**src/hdl/crac_pkg.sv**
```systemverilog
`default_nettype none
package crac_pkg;

  // ****************************************
  // Register map
  // ****************************************
  localparam logic [7:0]  CTRL_OFFSET   = 8'h00;
  localparam logic [7:0]  ROLE_OFFSET   = 8'h04;
  localparam logic [7:0]  STATUS_OFFSET = 8'h08;
  localparam logic [31:0] CTRL_RESET    = 32'h0000_0100;
  localparam logic [31:0] ROLE_RESET    = 32'h0000_0000;
  localparam int          CTRL_W        = 10;

  // ****************************************
  // Sizes and field positions
  // ****************************************
  localparam int DED_COUNT = 6;
  localparam int ROLE_W    = 3;
  localparam int ROLES_W   = DED_COUNT * ROLE_W;
  localparam int SYNC_W    = 12;
  localparam int SYNC_BC1  = 0;
  localparam int SYNC_BC2  = 1;
  localparam int SYNC_ALD  = 2;
  localparam int SYNC_DATA = 3;
  localparam int SYNC_PAD  = 4;
  localparam int SYNC_DED  = 5;
  localparam logic [1:0] HTRANS_NONSEQ_BIT = 2'h2;

  // ****************************************
  // Modes and roles
  // ****************************************
  typedef enum logic [2:0] {
    MODE_CLEAR, MODE_PRESET_LOAD, MODE_PRESET_INV, MODE_PRESET_CLEAR,
    MODE_LOAD_CLEAR, MODE_LOAD_PRESET, MODE_LOAD_ONLY
  } crac_mode_type;

  typedef enum logic [1:0] {PIN_INPUT, PIN_OUTPUT, PIN_BIDIR} crac_pin_mode_type;

  typedef enum logic [2:0] {
    ROLE_DATA, ROLE_CLOCK, ROLE_CLEAR, ROLE_PRESET, ROLE_OE, ROLE_CLK_EN
  } crac_role_type;

  // ****************************************
  // Carriers
  // ****************************************
  typedef struct packed {
    logic              oe;
    logic              clk_en;
    logic              out_inv;
    logic              in_inv;
    crac_pin_mode_type pin_mode;
    logic              chip_rst_en;
    crac_mode_type     mode;
  } crac_ctrl_type;

  typedef struct packed {
    logic        hsel;
    logic [31:0] haddr;
    logic [1:0]  htrans;
    logic        hwrite;
    logic [2:0]  hsize;
    logic [31:0] hwdata;
    logic        hready;
  } crac_ahb_req_type;

  typedef struct packed {
    logic        hreadyout;
    logic [31:0] hrdata;
    logic        hresp;
  } crac_ahb_rsp_type;

endpackage
`default_nettype wire

```
**src/hdl/crac_cell_register.sv**
```systemverilog
// The placing of the registers and register access over AHB-Lite are this design's own decisions.
`timescale 1ns/100ps
`default_nettype none
module crac_cell_register (
  // Clock and reset
  input  wire logic                       core_clk_i,
  input  wire logic                       reset_i,
  // Register bus
  input  wire crac_pkg::crac_ahb_req_type ahb_req_i,
  output var  crac_pkg::crac_ahb_rsp_type ahb_rsp_o,
  // Cell control pins
  input  wire logic                       block_control_one_i,
  input  wire logic                       block_control_two_i,
  input  wire logic                       async_load_data_i,
  input  wire logic                       cell_data_i,
  input  wire logic                       chip_reset_n_i,
  input  wire logic [5:0]                 dedicated_i,
  // Pin cell pad
  input  wire logic                       pad_i,
  output logic                            pad_o,
  output logic                            pad_oe_n_o,
  // Cell outputs
  output logic                            cell_q_o,
  output logic                            pin_in_q_o
);

  // ****************************************
  // Registers and synchronisers
  // ****************************************
  crac_pkg::crac_ctrl_type                ctrl;
  logic [crac_pkg::ROLES_W-1:0]           roles;
  logic [crac_pkg::SYNC_W-1:0]            sync_meta;
  logic [crac_pkg::SYNC_W-1:0]            sync;
  logic [crac_pkg::DED_COUNT-1:0]         ded;
  logic                                   clk_pin_prev;
  logic                                   raw_q;
  logic                                   pin_q;
  logic                                   in_adj_q;
  logic                                   oe_adj_q;
  logic                                   wr_pend;
  logic [7:0]                             wr_addr;

  function automatic logic role_hit(
    input logic [crac_pkg::DED_COUNT-1:0] pins,
    input logic [crac_pkg::ROLES_W-1:0]   sel,
    input crac_pkg::crac_role_type        role,
    input logic                           want_used
  );
    logic hit;
    hit = 1'b0;
    for (int i = 0; i < crac_pkg::DED_COUNT; i++)
    begin
      if (sel[i*crac_pkg::ROLE_W +: crac_pkg::ROLE_W] == role)
      begin
        hit = hit | (want_used ? 1'b1 : pins[i]);
      end
    end
    return hit;
  endfunction

  always_ff @(posedge core_clk_i)
  begin
    if (reset_i)
    begin
      sync_meta <= '0;
      sync      <= '0;
    end
    else
    begin
      sync_meta <= {chip_reset_n_i, dedicated_i, pad_i, cell_data_i,
                    async_load_data_i, block_control_two_i, block_control_one_i};
      sync      <= sync_meta;
    end
  end

  // ****************************************
  // Dedicated low-skew inputs
  // ****************************************
  logic g_clear;
  logic g_preset;
  logic g_oe;
  logic g_ce;
  logic g_ce_used;
  logic g_clk;
  logic g_clk_used;
  logic chip_rst;
  logic capture;

  assign ded        = sync[crac_pkg::SYNC_DED +: crac_pkg::DED_COUNT];
  assign g_clear    = role_hit(ded, roles, crac_pkg::ROLE_CLEAR, 1'b0);
  assign g_preset   = role_hit(ded, roles, crac_pkg::ROLE_PRESET, 1'b0);
  assign g_oe       = role_hit(ded, roles, crac_pkg::ROLE_OE, 1'b0);
  assign g_ce       = role_hit(ded, roles, crac_pkg::ROLE_CLK_EN, 1'b0);
  assign g_ce_used  = role_hit(ded, roles, crac_pkg::ROLE_CLK_EN, 1'b1);
  assign g_clk      = role_hit(ded, roles, crac_pkg::ROLE_CLOCK, 1'b0);
  assign g_clk_used = role_hit(ded, roles, crac_pkg::ROLE_CLOCK, 1'b1);
  assign chip_rst   = ctrl.chip_rst_en & ~sync[crac_pkg::SYNC_W-1];

  always_ff @(posedge core_clk_i)
  begin
    if (reset_i)
    begin
      clk_pin_prev <= 1'b0;
    end
    else
    begin
      clk_pin_prev <= g_clk;
    end
  end

  // Global clock rising edge, else every cycle; gated by clock enable
  assign capture = (g_clk_used ? (g_clk & ~clk_pin_prev) : 1'b1)
                 & ctrl.clk_en & (~g_ce_used | g_ce);

  // ****************************************
  // Logic cell clear and preset steering
  // ****************************************
  logic bc1;
  logic bc2;
  logic ald;
  logic inverted;
  logic prn_n;
  logic clrn_n;
  logic next_raw;

  assign bc1      = sync[crac_pkg::SYNC_BC1];
  assign bc2      = sync[crac_pkg::SYNC_BC2];
  assign ald      = sync[crac_pkg::SYNC_ALD];
  assign inverted = (ctrl.mode == crac_pkg::MODE_PRESET_INV)
                  | (ctrl.mode == crac_pkg::MODE_LOAD_PRESET);

  always_comb
  begin
    prn_n  = 1'b1;
    clrn_n = 1'b1;
    unique case (ctrl.mode)
      crac_pkg::MODE_CLEAR:
      begin
        clrn_n = ~(bc1 | bc2);
      end
      crac_pkg::MODE_PRESET_LOAD:
      begin
        prn_n = ~bc1;
      end
      crac_pkg::MODE_PRESET_INV:
      begin
        clrn_n = ~bc1;
      end
      crac_pkg::MODE_PRESET_CLEAR:
      begin
        prn_n  = ~bc1;
        clrn_n = ~bc2;
      end
      crac_pkg::MODE_LOAD_CLEAR:
      begin
        prn_n  = ~(bc1 & ald);
        clrn_n = ~((bc1 & ~ald) | bc2);
      end
      crac_pkg::MODE_LOAD_PRESET:
      begin
        prn_n  = ~(bc1 & ~ald);
        clrn_n = ~((bc1 & ald) | bc2);
      end
      crac_pkg::MODE_LOAD_ONLY:
      begin
        prn_n  = ~(bc1 & ald);
        clrn_n = ~(bc1 & ~ald);
      end
      default:
      begin
        clrn_n = ~(bc1 | bc2);
      end
    endcase
    // Global clear and preset act on the visible output value
    if (inverted ? g_preset : g_clear)
    begin
      clrn_n = 1'b0;
    end
    if (inverted ? g_clear : g_preset)
    begin
      prn_n = 1'b0;
    end
  end

  always_comb
  begin
    if (chip_rst)
    begin
      next_raw = 1'b0;
    end
    else if (!clrn_n)
    begin
      next_raw = 1'b0;
    end
    else if (!prn_n)
    begin
      next_raw = 1'b1;
    end
    else if (capture)
    begin
      next_raw = sync[crac_pkg::SYNC_DATA] ^ inverted;
    end
    else
    begin
      next_raw = raw_q;
    end
  end

  always_ff @(posedge core_clk_i)
  begin
    if (reset_i)
    begin
      raw_q    <= 1'b0;
      cell_q_o <= 1'b0;
    end
    else
    begin
      raw_q    <= next_raw;
      cell_q_o <= next_raw ^ inverted;
    end
  end

  // ****************************************
  // Pin cell and adjacent registers
  // ****************************************
  logic pad_in;
  logic is_out;
  logic is_bidir;
  logic next_pin;
  logic next_oe;

  assign pad_in   = sync[crac_pkg::SYNC_PAD] ^ ctrl.in_inv;
  assign is_out   = ctrl.pin_mode != crac_pkg::PIN_INPUT;
  assign is_bidir = ctrl.pin_mode == crac_pkg::PIN_BIDIR;

  always_comb
  begin
    if (chip_rst || g_clear)
    begin
      next_pin = 1'b0;
    end
    else if (g_preset)
    begin
      next_pin = 1'b1;
    end
    else if (capture)
    begin
      next_pin = is_out ? (cell_q_o ^ ctrl.out_inv) : pad_in;
    end
    else
    begin
      next_pin = pin_q;
    end
    next_oe = is_out & ~chip_rst & (capture ? (ctrl.oe | g_oe) : oe_adj_q);
  end

  always_ff @(posedge core_clk_i)
  begin
    if (reset_i)
    begin
      pin_q      <= 1'b0;
      in_adj_q   <= 1'b0;
      oe_adj_q   <= 1'b0;
      pad_o      <= 1'b0;
      pad_oe_n_o <= 1'b1;
      pin_in_q_o <= 1'b0;
    end
    else
    begin
      pin_q    <= next_pin;
      oe_adj_q <= next_oe;
      if (chip_rst || !is_bidir)
      begin
        in_adj_q <= 1'b0;
      end
      else if (capture)
      begin
        in_adj_q <= pad_in;
      end
      pad_o      <= is_out & next_pin;
      pad_oe_n_o <= ~next_oe;
      pin_in_q_o <= is_bidir ? in_adj_q : (is_out ? 1'b0 : next_pin);
    end
  end

  // ****************************************
  // AHB-Lite slave
  // ****************************************
  logic [31:0] status;
  logic        take;

  assign status = {22'h0, g_ce, ded, oe_adj_q, pin_q, cell_q_o};
  assign take   = ahb_req_i.hsel & ahb_req_i.hready
                & (ahb_req_i.htrans == crac_pkg::HTRANS_NONSEQ_BIT);

  always_ff @(posedge core_clk_i)
  begin
    if (reset_i)
    begin
      wr_pend <= 1'b0;
      wr_addr <= 8'h00;
      ahb_rsp_o <= '{hreadyout: 1'b1, hrdata: 32'h0000_0000, hresp: 1'b0};
    end
    else
    begin
      wr_pend <= take & ahb_req_i.hwrite & (ahb_req_i.haddr[31:8] == 24'h00_0000);
      wr_addr <= ahb_req_i.haddr[7:0];
      ahb_rsp_o.hreadyout <= 1'b1;
      ahb_rsp_o.hresp     <= 1'b0;
      if (take && !ahb_req_i.hwrite && ahb_req_i.haddr[31:8] == 24'h00_0000)
      begin
        unique case (ahb_req_i.haddr[7:0])
          crac_pkg::CTRL_OFFSET:   ahb_rsp_o.hrdata <= {22'h0, ctrl};
          crac_pkg::ROLE_OFFSET:   ahb_rsp_o.hrdata <= {14'h0, roles};
          crac_pkg::STATUS_OFFSET: ahb_rsp_o.hrdata <= status;
          default:                 ahb_rsp_o.hrdata <= 32'h0000_0000;
        endcase
      end
      else
      begin
        ahb_rsp_o.hrdata <= 32'h0000_0000;
      end
    end
  end

  always_ff @(posedge core_clk_i)
  begin
    if (reset_i)
    begin
      ctrl  <= crac_pkg::crac_ctrl_type'(crac_pkg::CTRL_RESET[crac_pkg::CTRL_W-1:0]);
      roles <= crac_pkg::ROLE_RESET[crac_pkg::ROLES_W-1:0];
    end
    else if (wr_pend && wr_addr == crac_pkg::CTRL_OFFSET)
    begin
      ctrl <= crac_pkg::crac_ctrl_type'(ahb_req_i.hwdata[crac_pkg::CTRL_W-1:0]);
    end
    else if (wr_pend && wr_addr == crac_pkg::ROLE_OFFSET)
    begin
      roles <= ahb_req_i.hwdata[crac_pkg::ROLES_W-1:0];
    end
  end

endmodule // crac_cell_register
`default_nettype wire

```
**config.mk**
```make
export PLATFORM = sky130hd
export DESIGN_NAME = crac_cell_register
export DESIGN_NICKNAME = d
export VERILOG_FILES = /design/src/hdl/crac_pkg.sv /design/src/hdl/crac_cell_register.sv
export SDC_FILE = /design/constraint.sdc
export NUM_CORES = 1
export LEC_CHECK = 0
export BUFFER_PORTS_ARGS = -buffer_cell sky130_fd_sc_hd__buf_4
export CORE_ASPECT_RATIO = 0.5
export CORE_MARGIN = 8
export CORE_UTILIZATION = 50
export DETAILED_ROUTE_END_ITERATION = 16
export PLACE_DENSITY = 0.79
export RECOVER_POWER = 100
export SETUP_SLACK_MARGIN = 0.15
export SYNTH_ARGS = -nofsm -noshare
export SYNTH_HDL_FRONTEND = slang
export SYNTH_SLANG_ARGS = --single-unit
```
**constraint.sdc**
```tcl
create_clock -name core_clk_i -period 2.35 [get_ports core_clk_i]
set_clock_uncertainty 0.15 [all_clocks]
set_input_delay 0.1175 -clock core_clk_i [delete_from_list [all_inputs] [get_ports core_clk_i]]
set_output_delay 0.1175 -clock core_clk_i [all_outputs]
set_load 0.03 [all_outputs]
```
==> reports/metrics.yaml <==
floorplan:
  die_w_um: 139
  coreArea_um2: 7320
  io_pins: 124
  rows: 22
  die_area_um2: 10700
  die_y_um: 77.4
  start_util_pct: 51.4
power:
  switching_share_pct: 22.0
  power_frac_seq_pct: 48.1
  ir_drop_mv: 0.395
  leakage_nw: 2.24
  powerDensity_nw_per_um2: 614
  switchingPower_w: 0.000701
  pwr-share-clk_pct: 43.8
  combinationalPowerShare_pct: 8.2
  total_power_w: 0.00318
  intPower_w: 0.00248
sta:
  setup_violations: 0
  finalHoldViolCount: 0
  worstMarginPinSlew_ns: 1.52
  min_period_over_period_pct: 98.1
  rsz0062_at_grt: "yes"
  finalCriticalPeriod_ns: 2.31
  slew_headroom_pct: -1.15
  fin_tns_setup_ns: 0
  fmax_mhz: 434
  final_max_slew_viol_count: 35
  holdWs_ns: 0.0164
finish:
  diodes: 0
  drive_above_1_share_pct: 23.8
  n_fill_cell: 560
  final_common_cell: "dfxtp_1"
  nets: 614
  final_cell_mix: "73 x dfxtp_1, 55 x buf_4, 41 x nor2_1"
  area_growth_pct: 37.6
synthesis:
  synth_top_family_by_area: "simple AND/OR/NAND/NOR gates"
  synth_compound_area_share_pct: 9.30
  synth_mux_area_share_pct: 10.7
  yosysWarnings: 0
  yosysSeqAreaShare_pct: 46.8
  synth_ff_type: "dfxtp_1"
  synth_edf_count: 0
  synthArstFlopShare_pct: 0
  ys_ff_latch: 88
  synth-simple-area-share_pct: 26.5
  postSynthCellCount: 394
  synthAdderAreaFrac_pct: 0
  mappedNetlistArea_um2: 3770
  syn_area_per_cell_um2: 9.56
  synth-xor-area-share_pct: 0.698
  ys_types: 54
setup_path:
  critPathLaunchType: "flop"
  crit_type: "reg -> reg"
  cp_max_fo: 6
  arrival_ns: 2.42
  end_kind: "flop"
  worstPathRequired_ns: 2.46
clock_network:
  clock_sinks: 88
  clock_latency_ns: 0.34
  cts_buffers: 9
  cts_tree: "done"
  root_buffer: "clkbuf_16"
  htree_levels: 3
  clock_path_buffers: 2
  path_clk_slew_ns: 0.06
drt:
  wire_per_inst_um: 15.9
  final_antenna_net_count: 0
  drc: 0
  viasPerCell: 5.26
  vias: 3310
  firstDrtPassIters: 5
  dr.first_iter.drc_count: 241
  finalWirelength_um: 10000
global_route:
  grt_pass1_vias: 3116
  track_usage_pct: 17.7
  grt_max_degree: 35
  grt_pass1_wl_um: 15500
  grt_antenna_before_repair: 0
  grt-ovfl-total: 0
job:
  maxCapViolations: 1
status:
  status: "complete, but fails checks"
  violations: "capacitance limit, slew limit"
place:
  io_buffer_count: 90
  place.gp.congestion: 0.923
  place_hpwl_um: 6820
hold_path:
  hold_path.class: "in -> reg"
cell families after synthesis:
logic type / after synthesis
AO/OA/AOI/OAI: 46
XOR/XNOR: 3
buffers and inverters: 42
flip-flops: 88
multiplexers: 40
other: 2
AND/OR/NAND/NOR: 173
path summary, 6_finish.rpt:
kind         cells after the start  slack, ns         end          start
max                              7       0.04    cell_q_o      roles[14]
min                              2       0.02  wr_addr[3]  ahb_req_i[42]
max reg2reg                      7       0.04    cell_q_o      roles[14]
min reg2reg                      1       0.28     sync[5]   sync_meta[5]
state kept, by name, indices dropped and copies added (netlist names), 8 cells and up:
name and cells:
wr_addr 8, ahb_rsp_o 18, roles 18, ctrl 10, sync 12, sync_meta 12
through the flow:
step                setup WS [ns]  std cells  cell area (µm²)  util [%]
floorplan                   0.269        408             3820         -
global placement            0.120        573             4520      61.7
detailed placement         0.0621        573             4520      61.7
CTS                         0.110        627             5210      71.2
global route               0.0204        629             5180      70.8
finish                     0.0444        629             5180      70.8
power by group through the flow:
stage          logic (W)  clock network (W)  registers (W)
5_1_grt         0.000277            0.00148        0.00153
3_5_place_dp    0.000209                  0        0.00157
4_1_cts         0.000260            0.00141        0.00153
2_1_floorplan   0.000119                  0        0.00156
6_report        0.000260            0.00139        0.00153
3_3_place_gp    0.000207                  0        0.00157
layer usage:
| metal | GRT usage (%) | wire length, µm | vias to the layer above | share of wire (%) |
|---|---|---|---|---|
| li1 | - | - | 1613 | - |
| met1 | 22.1 | 4460 | 1546 | 44 |
| met2 | 30.0 | 4750 | 136 | 47 |
| met3 | 3.79 | 674 | 15 | 6.7 |
| met4 | 5.97 | 135 | 0 | 1.3 |
| met5 | 0 | 0 | - | 0 |
cells in the mapped netlist, drive strengths merged (7+ instances only):
master | instances | area, µm²
inv | 9 | 33.8
nor4 | 9 | 62.6
mux2i | 39 | 390
nand2 | 20 | 75.1
buf | 19 | 134
nor4bb | 7 | 70.1
and2 | 13 | 82.6
dfxtp | 88 | 1760
clkbuf | 14 | 52.6
o21ai | 13 | 65.1
nor2b | 40 | 250
nor2 | 41 | 154
and3 | 10 | 62.6
timing repair:
action                                  in CTS  in global routing
endpoints found under the setup margin       2                  6
resized for setup                            7                 20
pin swaps                                    1                  5
endpoints found under the hold margin       48                  0
setup buffers                                0                  2
hold buffers                                38                  0
layout make-up:
type,instances,area (µm²),area share (%)
clock buffers,9,225,4.35
clock inverters,7,72.6,1.40
inverters,9,33.8,0.652
multi-input cells,278,1890,36.4
flip-flops and latches,88,1790,34.5
well taps,96,120,2.32
repair buffers,142,1060,20.4
worst max-delay path, stage by stage, from the launching register on:
cell and delay, ns:
dfxtp_1 0.47, nor2b_1 0.14, a31oi_1 0.39, nand2_1 0.13
mux2_2 0.28, a211o_1 0.31, o21a_1 0.19, o31ai_2 0.16
Power figures use the tool's default switching activity.
